## src/lcs_pkg.sv

```systemverilog
// Constants and types for the logic cell source select block.
// Assumes a classic Wishbone master and on-chip sources on clk_i.
// Summary of operation
// - Bits 14..12 pick which of eight signals feeds data multiplexer 4.
// - Bits 10..8 pick which of eight signals feeds data multiplexer 3.
// - Bits 6..4 pick which of eight signals feeds data multiplexer 2.
// - Bits 2..0 pick which of eight signals feeds data multiplexer 1.
// - Unused bits 15, 11, 7 and 3 always read as zero.
// - Reset clears every selector to zero; all selector bits read and write.
// - Cell 1 mux 1: input A, sysclk, T1, gen1H, gen5L, HS clock, T2, T3.
// - Cell 2 mux 1: input A, sysclk, T1, gen3H, gen7L, HS clock, T2, T3.
// - Cell 3 mux 1: 000 input A, 011 gen5H, 101 hsclk, 110 T2, 111 gen3L.
// - Cell 4 mux 1: input A, gen7H, T1, osc clock, ref clock, HS, T2, gen1L.
// - Cells 1, 2 mux 2: input B, other cell, comp 1, UART TX, ADC, DMA0.
// - Cells 3, 4 mux 3: 000 input A, 010 comp 2, 101 DMA1, 110 compare 1.
// - Each multiplexer gives a true and an inverted copy of its source.
package lcs_pkg;
  localparam int NUM_CELLS = 4;
  localparam int NUM_MUX = 4;
  localparam int SEL_W = 3;
  localparam int REG_W = 16;
  localparam int ADR_W = 8;
  // one word per cell register
  localparam logic [ADR_W-1:0] CELL1_SEL_OFFSET = 8'h00;
  localparam logic [ADR_W-1:0] CELL2_SEL_OFFSET = 8'h04;
  localparam logic [ADR_W-1:0] CELL3_SEL_OFFSET = 8'h08;
  localparam logic [ADR_W-1:0] CELL4_SEL_OFFSET = 8'h0C;
  localparam int MUX1_POS = 0;
  localparam int MUX2_POS = 4;
  localparam int MUX3_POS = 8;
  localparam int MUX4_POS = 12;
  localparam logic [REG_W-1:0] SEL_IMPL_MASK = 16'h7777;
  localparam logic [REG_W-1:0] SEL_RESET = 16'h0000;
  localparam int SYNC_STAGES = 2;
  localparam int NUM_ASYNC = 6;
  typedef logic [REG_W-1:0] lcs_reg_t;
  typedef logic [SEL_W-1:0] lcs_sel_t;
endpackage

```

## src/lcs_top.sv

```systemverilog
// Source selection stage for four configurable logic cells.
// Each cell has four 8:1 data multiplexers steered by one register.
// Pin and foreign-clock sources are synchronised; peripheral events
// are assumed to be produced on clk_i already.
`timescale 1ns/1ns
module lcs_top (
  // clock and reset
  input wire logic clk_i,
  input wire logic rst_i,
  // wishbone slave
  input wire logic wb_cyc_i,
  input wire logic wb_stb_i,
  input wire logic wb_we_i,
  input wire logic [lcs_pkg::ADR_W-1:0] wb_adr_i,
  input wire logic [3:0] wb_sel_i,
  input wire logic [31:0] wb_dat_i,
  output logic [31:0] wb_dat_o,
  output logic wb_ack_o,
  // asynchronous sources: pins and foreign clocks
  input wire logic logic_cell_input_a_i,
  input wire logic logic_cell_input_b_i,
  input wire logic system_clock_sig_i,
  input wire logic hs_pwm_clock_i,
  input wire logic internal_oscillator_clock_i,
  input wire logic reference_clock_output_i,
  // timers and pwm generators, index 0 is generator 1
  input wire logic timer1_match_i,
  input wire logic timer2_match_i,
  input wire logic timer3_match_i,
  input wire logic [7:0] pwm_gen_high_i,
  input wire logic [7:0] pwm_gen_low_i,
  // analog, dma and capture events
  input wire logic comparator_1_output_i,
  input wire logic comparator_2_output_i,
  input wire logic comparator_3_output_i,
  input wire logic adc_end_of_conv_i,
  input wire logic dma_ch0_irq_i,
  input wire logic dma_ch1_irq_i,
  input wire logic pattern_trigger_i,
  input wire logic can_msg_i,
  input wire logic pwm_current_reset_i,
  input wire logic [2:0] output_compare_i,
  input wire logic [1:0] input_capture_i,
  // serial lines, index 0 is channel 1
  input wire logic [1:0] uart_tx_i,
  input wire logic [1:0] uart_rx_i,
  input wire logic [1:0] spi_sdo_i,
  input wire logic [1:0] spi_sdi_i,
  // cell outputs fed back from the logic stage
  input wire logic [3:0] cell_out_i,
  // data lines, index is cell*4 + mux
  output logic [15:0] data_true_o,
  output logic [15:0] data_neg_o
);
  import lcs_pkg::*;

  typedef struct packed {
    logic [NUM_ASYNC-1:0] sync1;
    logic [NUM_ASYNC-1:0] sync2;
  } lcs_top_state_t;
  lcs_top_state_t state;
  lcs_top_state_t next_state;

  lcs_reg_t sel_reg [NUM_CELLS];
  logic [7:0] src [NUM_CELLS][NUM_MUX];
  lcs_sel_t mux_sel [NUM_CELLS][NUM_MUX];

  // synchronised copies
  logic in_a;
  logic in_b;
  logic sys_clk;
  logic hs_clk;
  logic osc_clk;
  logic ref_clk;

  always_comb begin
    next_state = state;
    // two flops; only sync2 is read by logic
    next_state.sync1 = {reference_clock_output_i, internal_oscillator_clock_i,
                        hs_pwm_clock_i, system_clock_sig_i,
                        logic_cell_input_b_i, logic_cell_input_a_i};
    next_state.sync2 = state.sync1;
  end
  always_ff @(posedge clk_i) begin
    if (rst_i) begin
      state <= '{sync1: '0, sync2: '0};
    end else begin
      state <= next_state;
    end
  end

  assign in_a = state.sync2[0];
  assign in_b = state.sync2[1];
  // clock sources are sampled, so only slow clocks pass faithfully
  assign sys_clk = state.sync2[2];
  assign hs_clk = state.sync2[3];
  assign osc_clk = state.sync2[4];
  assign ref_clk = state.sync2[5];

  lcs_wb_regs u_regs (
    .clk_i(clk_i),
    .rst_i(rst_i),
    .wb_cyc_i(wb_cyc_i),
    .wb_stb_i(wb_stb_i),
    .wb_we_i(wb_we_i),
    .wb_adr_i(wb_adr_i),
    .wb_sel_i(wb_sel_i),
    .wb_dat_i(wb_dat_i),
    .wb_dat_o(wb_dat_o),
    .wb_ack_o(wb_ack_o),
    .sel_reg_o(sel_reg)
  );

  always_comb begin
    for (int c = 0; c < NUM_CELLS; c++) begin
      mux_sel[c][0] = sel_reg[c][MUX1_POS +: SEL_W];
      mux_sel[c][1] = sel_reg[c][MUX2_POS +: SEL_W];
      mux_sel[c][2] = sel_reg[c][MUX3_POS +: SEL_W];
      mux_sel[c][3] = sel_reg[c][MUX4_POS +: SEL_W];
    end
  end

  // source tables, bit n of each vector is code n
  always_comb begin
    src[0][0] = {timer3_match_i, timer2_match_i, hs_clk, pwm_gen_low_i[4],
                 pwm_gen_high_i[0], timer1_match_i, sys_clk, in_a};
    src[0][1] = {pwm_gen_high_i[4], pwm_gen_low_i[0], dma_ch0_irq_i, adc_end_of_conv_i,
                 uart_tx_i[0], comparator_1_output_i, cell_out_i[1], in_b};
    src[0][2] = {output_compare_i[1], pwm_gen_low_i[5], pwm_gen_high_i[1], uart_rx_i[0],
                 spi_sdo_i[0], comparator_2_output_i, cell_out_i[0], in_a};
    src[0][3] = {pwm_gen_high_i[5], pwm_gen_low_i[1], can_msg_i, pattern_trigger_i,
                 spi_sdi_i[0], comparator_3_output_i, cell_out_i[1], in_b};
    src[1][0] = {timer3_match_i, timer2_match_i, hs_clk, pwm_gen_low_i[6],
                 pwm_gen_high_i[2], timer1_match_i, sys_clk, in_a};
    src[1][1] = {pwm_gen_high_i[6], pwm_gen_low_i[2], dma_ch0_irq_i, adc_end_of_conv_i,
                 uart_tx_i[1], comparator_1_output_i, cell_out_i[0], in_b};
    src[1][2] = {output_compare_i[1], pwm_gen_low_i[7], pwm_gen_high_i[3], uart_rx_i[1],
                 spi_sdo_i[1], comparator_2_output_i, cell_out_i[1], in_a};
    src[1][3] = {pwm_gen_high_i[7], pwm_gen_low_i[3], can_msg_i, pattern_trigger_i,
                 spi_sdi_i[1], comparator_3_output_i, cell_out_i[0], in_b};
    // cell 3 mux 1, code 100 has no source
    src[2][0] = {pwm_gen_low_i[2], timer2_match_i, hs_clk, 1'b0,
                 pwm_gen_high_i[4], timer1_match_i, sys_clk, in_a};
    src[2][1] = {input_capture_i[1], input_capture_i[0], pwm_gen_high_i[2], adc_end_of_conv_i,
                 pwm_gen_low_i[4], comparator_1_output_i, cell_out_i[3], in_b};
    src[2][2] = {pwm_gen_low_i[3], output_compare_i[0], dma_ch1_irq_i, uart_rx_i[0],
                 pwm_gen_high_i[5], comparator_2_output_i, cell_out_i[2], in_a};
    src[2][3] = {output_compare_i[2], pwm_current_reset_i, pwm_gen_high_i[3], pattern_trigger_i,
                 pwm_gen_low_i[5], comparator_3_output_i, cell_out_i[3], in_b};
    src[3][0] = {pwm_gen_low_i[0], timer2_match_i, hs_clk, ref_clk,
                 osc_clk, timer1_match_i, pwm_gen_high_i[6], in_a};
    src[3][1] = {input_capture_i[1], input_capture_i[0], pwm_gen_high_i[0], adc_end_of_conv_i,
                 pwm_gen_low_i[6], comparator_1_output_i, cell_out_i[2], in_b};
    src[3][2] = {pwm_gen_low_i[1], output_compare_i[0], dma_ch1_irq_i, uart_rx_i[1],
                 pwm_gen_high_i[7], comparator_2_output_i, cell_out_i[3], in_a};
    src[3][3] = {output_compare_i[2], pwm_current_reset_i, pwm_gen_high_i[1], pattern_trigger_i,
                 pwm_gen_low_i[7], comparator_3_output_i, cell_out_i[2], in_b};
  end

  // registered muxes keep glitches from feeding the gate stage
  for (genvar c = 0; c < NUM_CELLS; c++) begin : g_cell
    for (genvar m = 0; m < NUM_MUX; m++) begin : g_mux
      lcs_src_mux u_mux (
        .clk_i(clk_i),
        .rst_i(rst_i),
        .src_i(src[c][m]),
        .sel_i(mux_sel[c][m]),
        .true_o(data_true_o[c*NUM_MUX+m]),
        .neg_o(data_neg_o[c*NUM_MUX+m])
      );
    end
  end
endmodule

```

## src/lcs_src_mux.sv

```systemverilog
// One data multiplexer: eight sources in, registered true and negated copies out.
// Assumes all sources are already in the clk_i domain.
`timescale 1ns/1ns
module lcs_src_mux (
  // clock and reset
  input wire logic clk_i,
  input wire logic rst_i,
  // selection
  input wire logic [7:0] src_i,
  input wire lcs_pkg::lcs_sel_t sel_i,
  // data lines
  output logic true_o,
  output logic neg_o
);
  import lcs_pkg::*;
  typedef struct packed {
    logic d_true;
    logic d_neg;
  } lcs_mux_state_t;
  lcs_mux_state_t state;
  lcs_mux_state_t next_state;
  always_comb begin
    next_state = state;
    next_state.d_true = src_i[sel_i];
    next_state.d_neg = ~src_i[sel_i];
  end
  always_ff @(posedge clk_i) begin
    if (rst_i) begin
      // held complementary even in reset so a gate never sees both low
      state <= '{d_true: 1'b0, d_neg: 1'b1};
    end else begin
      state <= next_state;
    end
  end
  assign true_o = state.d_true;
  assign neg_o = state.d_neg;
endmodule

```

## src/lcs_wb_regs.sv

```systemverilog
// Classic Wishbone slave holding the four cells' source-select registers.
// Assumes a single-cycle classic master that holds its request until ack.
`timescale 1ns/1ns
module lcs_wb_regs (
  // clock and reset
  input wire logic clk_i,
  input wire logic rst_i,
  // wishbone slave
  input wire logic wb_cyc_i,
  input wire logic wb_stb_i,
  input wire logic wb_we_i,
  input wire logic [lcs_pkg::ADR_W-1:0] wb_adr_i,
  input wire logic [3:0] wb_sel_i,
  input wire logic [31:0] wb_dat_i,
  output logic [31:0] wb_dat_o,
  output logic wb_ack_o,
  // selector fields, one register per cell
  output lcs_pkg::lcs_reg_t sel_reg_o [lcs_pkg::NUM_CELLS]
);
  import lcs_pkg::*;
  typedef struct packed {
    logic ack;
    logic [31:0] dat;
    lcs_reg_t [NUM_CELLS-1:0] sel;
  } lcs_wb_state_t;
  lcs_wb_state_t state;
  lcs_wb_state_t next_state;

  function automatic logic [2:0] decode(input logic [ADR_W-1:0] adr);
    // bit 2 flags a hit, bits 1..0 give the cell
    unique case (adr)
      CELL1_SEL_OFFSET: decode = 3'h4;
      CELL2_SEL_OFFSET: decode = 3'h5;
      CELL3_SEL_OFFSET: decode = 3'h6;
      CELL4_SEL_OFFSET: decode = 3'h7;
      default: decode = 3'h0;
    endcase
  endfunction

  logic [2:0] hit;
  logic [REG_W-1:0] lane_mask;
  always_comb begin
    next_state = state;
    hit = decode(wb_adr_i);
    lane_mask = {{8{wb_sel_i[1]}}, {8{wb_sel_i[0]}}};
    next_state.ack = 1'b0;
    if (wb_cyc_i && wb_stb_i && !state.ack) begin
      next_state.ack = 1'b1;
      next_state.dat = 32'h0000_0000;
      if (hit[2]) begin
        next_state.dat = {16'h0000, state.sel[hit[1:0]] & SEL_IMPL_MASK};
        if (wb_we_i) begin
          next_state.sel[hit[1:0]] = (state.sel[hit[1:0]] & ~(lane_mask & SEL_IMPL_MASK))
                                   | (wb_dat_i[REG_W-1:0] & lane_mask & SEL_IMPL_MASK);
          next_state.dat = 32'h0000_0000;
        end
      end
    end
  end
  always_ff @(posedge clk_i) begin
    if (rst_i) begin
      state <= '{ack: 1'b0, dat: 32'h0000_0000, sel: {NUM_CELLS{SEL_RESET}}};
    end else begin
      state <= next_state;
    end
  end
  assign wb_ack_o = state.ack;
  assign wb_dat_o = state.dat;
  always_comb begin
    for (int c = 0; c < NUM_CELLS; c++) begin
      sel_reg_o[c] = state.sel[c];
    end
  end
endmodule

```

## config.mk

```make
export PLATFORM = sky130hd
export DESIGN_NAME = lcs_top
export DESIGN_NICKNAME = d
export VERILOG_FILES = /design/src/lcs_pkg.sv /design/src/lcs_top.sv /design/src/lcs_src_mux.sv /design/src/lcs_wb_regs.sv
export SDC_FILE = /design/constraint.sdc
export NUM_CORES = 1
export LEC_CHECK = 0
export ABC_AREA = 0
export BUFFER_PORTS_ARGS = -buffer_cell sky130_fd_sc_hd__buf_2
export CORE_ASPECT_RATIO = 0.75
export CORE_MARGIN = 3
export CORE_UTILIZATION = 44
export DETAILED_ROUTE_END_ITERATION = 8
export PLACE_DENSITY = 0.76
export REMOVE_ABC_BUFFERS = 1
export SKIP_CTS_REPAIR_TIMING = 1
export SLEW_MARGIN = 20
export SYNTH_ARGS = -nofsm -noshare
export SYNTH_HDL_FRONTEND = slang
export SYNTH_SLANG_ARGS = --single-unit
```

## constraint.sdc

```tcl
create_clock -name clk_i -period 5.2 [get_ports clk_i]
set_clock_uncertainty 0.15 [all_clocks]
set_input_delay 1.04 -clock clk_i [delete_from_list [all_inputs] [get_ports clk_i]]
set_output_delay 1.04 -clock clk_i [all_outputs]
set_load 0.02 [all_outputs]
```

After elaboration in Yosys (flattened, before gate mapping)
Cells that the tools add are included.
{"block": "classes", "order_cmp": 18, "eq_ne": 3, "mux": 41, "bitwise": 20, "n_reduce_logical": 6}
{"cell": "97-bit two-way mux", "n": 1}
{"cell": "96-bit two-way mux", "n": 1}
{"cell": "79-bit two-way mux", "n": 1}
{"cell": "64-bit bitwise mux", "n": 1}
{"cell": "3-bit by 4-bit < comparator with 1-bit output, second input constant", "n": 16}
{"cell": "1-bit binary-select mux with 3-bit select", "n": 16}
{"cell": "16-bit binary-select mux with 2-bit select", "n": 1}
{"cell": "16-bit demux with 2-bit select", "n": 1}
{"cell": "16-bit two-way mux", "n": 2}
{"cell": "16-bit AND", "n": 1}
{"cell": "8-bit by 4-bit == test with 1-bit output, second input constant", "n": 2}
{"cell": "1-bit two-way mux", "n": 16}
{"cell": "1-bit inverter", "n": 16}
{"cell": "15-bit inverter with 16-bit output", "n": 1}
{"cell": "16-bit by 15-bit bitwise OR with 16-bit output", "n": 1}
{"cell": "15-bit AND", "n": 1}
{"cell": "3-bit case mux with 4 select lines", "n": 1}
{"cell": "8-bit by 3-bit == test with 1-bit output, second input constant", "n": 1}
{"cell": "8-bit zero test", "n": 1}
{"cell": "1-bit logical AND", "n": 3}
{"cell": "2-bit by 3-bit < comparator with 1-bit output, second input constant", "n": 1}
{"cell": "3-bit AND reduction", "n": 1}
{"cell": "2-bit by 1-bit greater-or-equal comparator with 1-bit output, second input constant", "n": 1}
{"cell": "1-bit zero test", "n": 1}
{"block": "word_totals", "ff_bits": 141, "input_bits": 100, "output_inout_bits": 65, "wordCells": 128}

Longest topological paths before layout
{"block": "depth", "word_depth": 10, "ltp_mapped": 8}

Hierarchy
Synthesis repeated with hierarchy kept, for this count alone.
{"block": "unflattened", "cells_unflattened": 569, "hier_area_um2": 5731.7}
{"mod": "lcs_wb_regs", "instances": 1, "cells_per_inst": 367, "area_each_um2": 3499.6, "seq_area_each_um2": 1541.5}
{"mod": "lcs_src_mux", "instances": 16, "cells_per_inst": 11, "area_each_um2": 116.4, "seq_area_each_um2": 40.0}
{"mod": "lcs_top", "instances": 1, "cells_per_inst": 26, "area_each_um2": 370.4, "seq_area_each_um2": 240.2}

Least setup slack after synthesis
OpenSTA, ideal clock, no wires.
{"block": "synth_timing", "path_kind": "input-to-reg", "start": "input port wb_adr_i[7] (netlist name)", "end": "register u_regs.state (netlist bit u_regs.wb_dat_o[10])", "setup_ns": 0.069, "arrival_time_ns": 2.810, "required_time_ns": 4.981, "path_slack_ns": 2.171, "stages": 7, "cell_sequence": "or4_1 -> buf_2 -> or2_1 -> buf_2 -> or4_4 -> buf_6 -> o21ai_1"}
{"block": "synth_via", "elab_chain_len": 6}
{"item": "from (decl)", "line_no": "lcs_top.sv:14", "rtl": "input wire logic [lcs_pkg::ADR_W-1:0] wb_adr_i,"}
{"item": "8-bit by 4-bit == test with 1-bit output (tied with other cells)", "line_no": "lcs_wb_regs.sv:31", "rtl": "unique case (adr)"}
{"item": "3-bit case mux with 4 select lines (*)", "line_no": "lcs_wb_regs.sv:31"}
{"item": "16-bit binary-select mux with 2-bit select", "line_no": "lcs_wb_regs.sv:51", "rtl": "next_state.dat = {16'h0000, state.sel[hit[1:0]] & SEL_IMPL_MASK};"}
{"item": "16-bit two-way mux (not written as such)", "line_no": "lcs_wb_regs.sv:51"}
{"item": "79-bit two-way mux", "line_no": "lcs_wb_regs.sv:52", "rtl": "if (wb_we_i) begin"}
{"item": "96-bit two-way mux (*)", "line_no": "lcs_wb_regs.sv:50", "rtl": "if (hit[2]) begin"}
{"item": "to (signal assigned)", "line_no": "lcs_wb_regs.sv:62", "rtl": "state <= '{ack: 1'b0, dat: 32'h0000_0000, sel: {NUM_CELLS{SEL_RESET}}};"}
{"item": "to (signal assigned)", "line_no": "lcs_wb_regs.sv:64", "rtl": "state <= next_state;"}
{"item": "to (decl)", "line_no": "lcs_wb_regs.sv:26", "rtl": "lcs_wb_state_t state;"}
Mark *: on every way between the ends. The rest lies on a longest branch, timed or not. The select of a mux whose other input is x is not followed.
A chain may end at the register's enable or synchronous reset.

Worst setup path in the final report
{"block": "layout_timing", "start": "input port wb_adr_i[7] (netlist name)", "end": "register u_regs.state (netlist bit u_regs.wb_dat_o[1])"}
The elaborated chain is that of the path after synthesis.

==> results.yml <==
yosys:
  async_flop_share_pct: 0
  ys_ff_latch: 105
  synth_top_area_share_pct: 41.3
  ys_warn_count: 0
  yosys-top-cells-count: "dfxtp_1, buf_4, nand2_1, a31oi_1, o21bai_1"
  netlist_instances: 499
  ys_seq_area_share_pct: 41.3
  synth-edff-count: 0
  synthesis.area_sq_um: 5080
  yosysTopAreaCell: "dfxtp_1"
  synth.most_common_cell: "dfxtp_1"
  avgSynthCellArea_sq_um: 10.2
  synth.area.top_cells: "dfxtp_1, mux4_2, buf_4"
  ys.flop_type: "dfxtp_1"
  synth_cell_types: 35
power:
  p_leak_nw: 2.42
  power.share.sequential_pct: 49.1
  netSwitchingFraction_pct: 22.3
  power.density_nw_per_um2: 288
  ir_worst_vdd_uv: 167
  switching_power_w: 0.000373
  internal_power_w: 0.00130
  pwr-share-clk_pct: 41.8
  combPwrFrac_pct: 9.1
route:
  drtIter0Drc: 382
  final_antenna_net_count: 0
  vias: 4242
  via_per_inst: 5.90
  wl_per_cell_microns: 19.5
  first_pass_iters: 5
  drc: 0
  routed_wl_microns: 14000
timing:
  slew_headroom_pct: 35.3
  max_freq_ghz: 0.301
  setup_viol: 0
  tns_ns: 0
  finalHoldViolations: 0
  drv_slew: 0
  tightest_slew_ns: 0.971
  post-route-period-util_pct: 64.0
  rsz0062_at_grt: "false"
  finalCriticalPeriod_ns: 3.33
floorplan:
  die_h_microns: 99.1
  dieArea_sq_um: 12900
  placementRows: 33
  pin_count: 165
  coreArea_sq_um: 11100
  start_util_pct: 45.8
  die_x_microns: 130
worst_setup_path:
  critPathLaunchType: "primary input"
  cp_max_fo: 25
  crit_required_ns: 5.32
  crit_path_end_kind: "register"
  crit_type: "in2reg"
  critPathArrivalTime_ns: 3.44
final_layout:
  drive_above_1_share_pct: 31.3
  n_antenna_cell: 0
  finalInstanceArea_sq_um: 5810
  nets: 674
  area_delta_synth_final_pct: 14.2
run_status:
  outcome: "complete, no violations"
placed_design:
  io_buffers: 122
  place_area_sq_um: 5500
  place_hpwl_microns: 10400
  place.gp.congestion: 1.02
clocking:
  cts-root-buf: "clkbuf_16"
  cts_tree: "done"
  ctsLongestPathBuffers: 2
  insertion_delay_ns: 0.34
  cts_sinks: 105
  htree_levels: 3
  path_clk_slew_ns: 0.06
  numCtsBuffers: 9
grt:
  overflow: 0
  grt_pass1_wl_microns: 21200
  gr-usage-all-layers_pct: 21.4
  grt_max_degree: 53
  antenna_found_initial: 0
  grt_pass1_vias: 4047
flow_run:
  maxCapViolCount: 0
worst_hold_path:
  min_path_type: "reg2reg"
==> cells by family (layout without fill, tap and decap cells) <==
family	count (synthesis)	in the layout	synth area share (%)
AOI/OAI and AO/OA	149	149	20.4
buffers and inverters	101	162	11.6
DFF	105	105	41.3
muxes	44	44	16.3
other	1	20	0.0738
and+or+nand+nor	99	99	10.3
==> power by group through the flow <==
stage | clock network [W] | registers, W | logic, W
after floorplan | 0 | 0.000846 | 0.0000655
after global placement | 0 | 0.000838 | 0.000146
after detailed placement | 0 | 0.000838 | 0.000149
after CTS | 0.000707 | 0.000820 | 0.000150
after global routing | 0.000740 | 0.000821 | 0.000162
final | 0.000698 | 0.000820 | 0.000152
==> stage by stage <==
step	hold slack [ns]	setup WS, ns	power (W)	util (%)	std cells
detailed placement	0.278	1.52	0.000988	49.5	703
floorplan	0.264	1.78	0.000912	-	435
global placement	0.274	1.59	0.000984	49.5	703
finish	0.287	1.87	0.00167	52.3	719
CTS	0.293	1.88	0.00168	52.3	719
global route	0.302	1.73	0.00172	52.3	719
==> layout make-up <==
| cell class | count | area, sq um |
|---|---|---|
| well taps | 140 | 175 |
| fillers | 981 | 5300 |
| flip-flops and latches | 105 | 2100 |
| repair buffers | 128 | 656 |
| multi-input cells | 312 | 2500 |
| clock inverters | 3 | 65.1 |
| clock buffers | 13 | 240 |
| inverters | 18 | 67.6 |
==> critical path, stage by stage <==
cell and delay (ns):
buf_2 0.09, or4_1 0.74, or2_1 0.67, or4_4 0.72, o21ai_1 0.17
==> worst paths after layout <==
kind / slack, ns / depth (start not counted) / startpoint / end
worst max-delay path: 1.87 / 5 / wb_adr_i[7] / u_regs.wb_dat_o[1]$_SDFFE_PP0P_
worst max register to register: 2.66 / 5 / u_regs.wb_ack_o$_SDFF_PP0_ / register
worst min-delay path: 0.29 / 1 / next_state[5]$_SDFF_PP0_ / ref_clk$_SDFF_PP0_
worst min register to register: 0.29 / 1 / next_state[5]$_SDFF_PP0_ / ref_clk$_SDFF_PP0_
==> layer usage <==
metal	up-vias	track usage, %	routed length [microns]
met5	-	0	0
met4	0	8.07	407
met3	45	4.88	1390
met2	281	33.8	6560
met1	1989	28.6	5690
li1	1927	-	-
==> placed cells by master, fill, tap and decap left out, types with 2 or more instances in the layout <==
cell | netlist | routed
nor2_1 | 16 | 16
o21ai_1 | 12 | 12
nand3b_1 | 3 | 3
a311oi_1 | 12 | 12
dfxtp_1 | 105 | 105
a21oi_1 | 14 | 14
nor4_4 | 0 | 4
clkbuf_16 | 0 | 9
conb_1 | 1 | 20
o221ai_1 | 12 | 12
nor2b_1 | 13 | 13
inv_1 | 18 | 18
o22ai_1 | 12 | 12
nand2b_1 | 16 | 16
buf_2 | 5 | 122
bufinv_16 | 0 | 2
mux2i_1 | 12 | 12
clkbuf_1 | 23 | 4
mux4_2 | 31 | 31
a31oi_1 | 36 | 36
o21bai_1 | 36 | 36
buf_4 | 52 | 6
a2bb2oi_1 | 12 | 12
nand2_1 | 39 | 39
or2_2 | 2 | 2
Note: power is estimated with default switching activity, not from simulation.
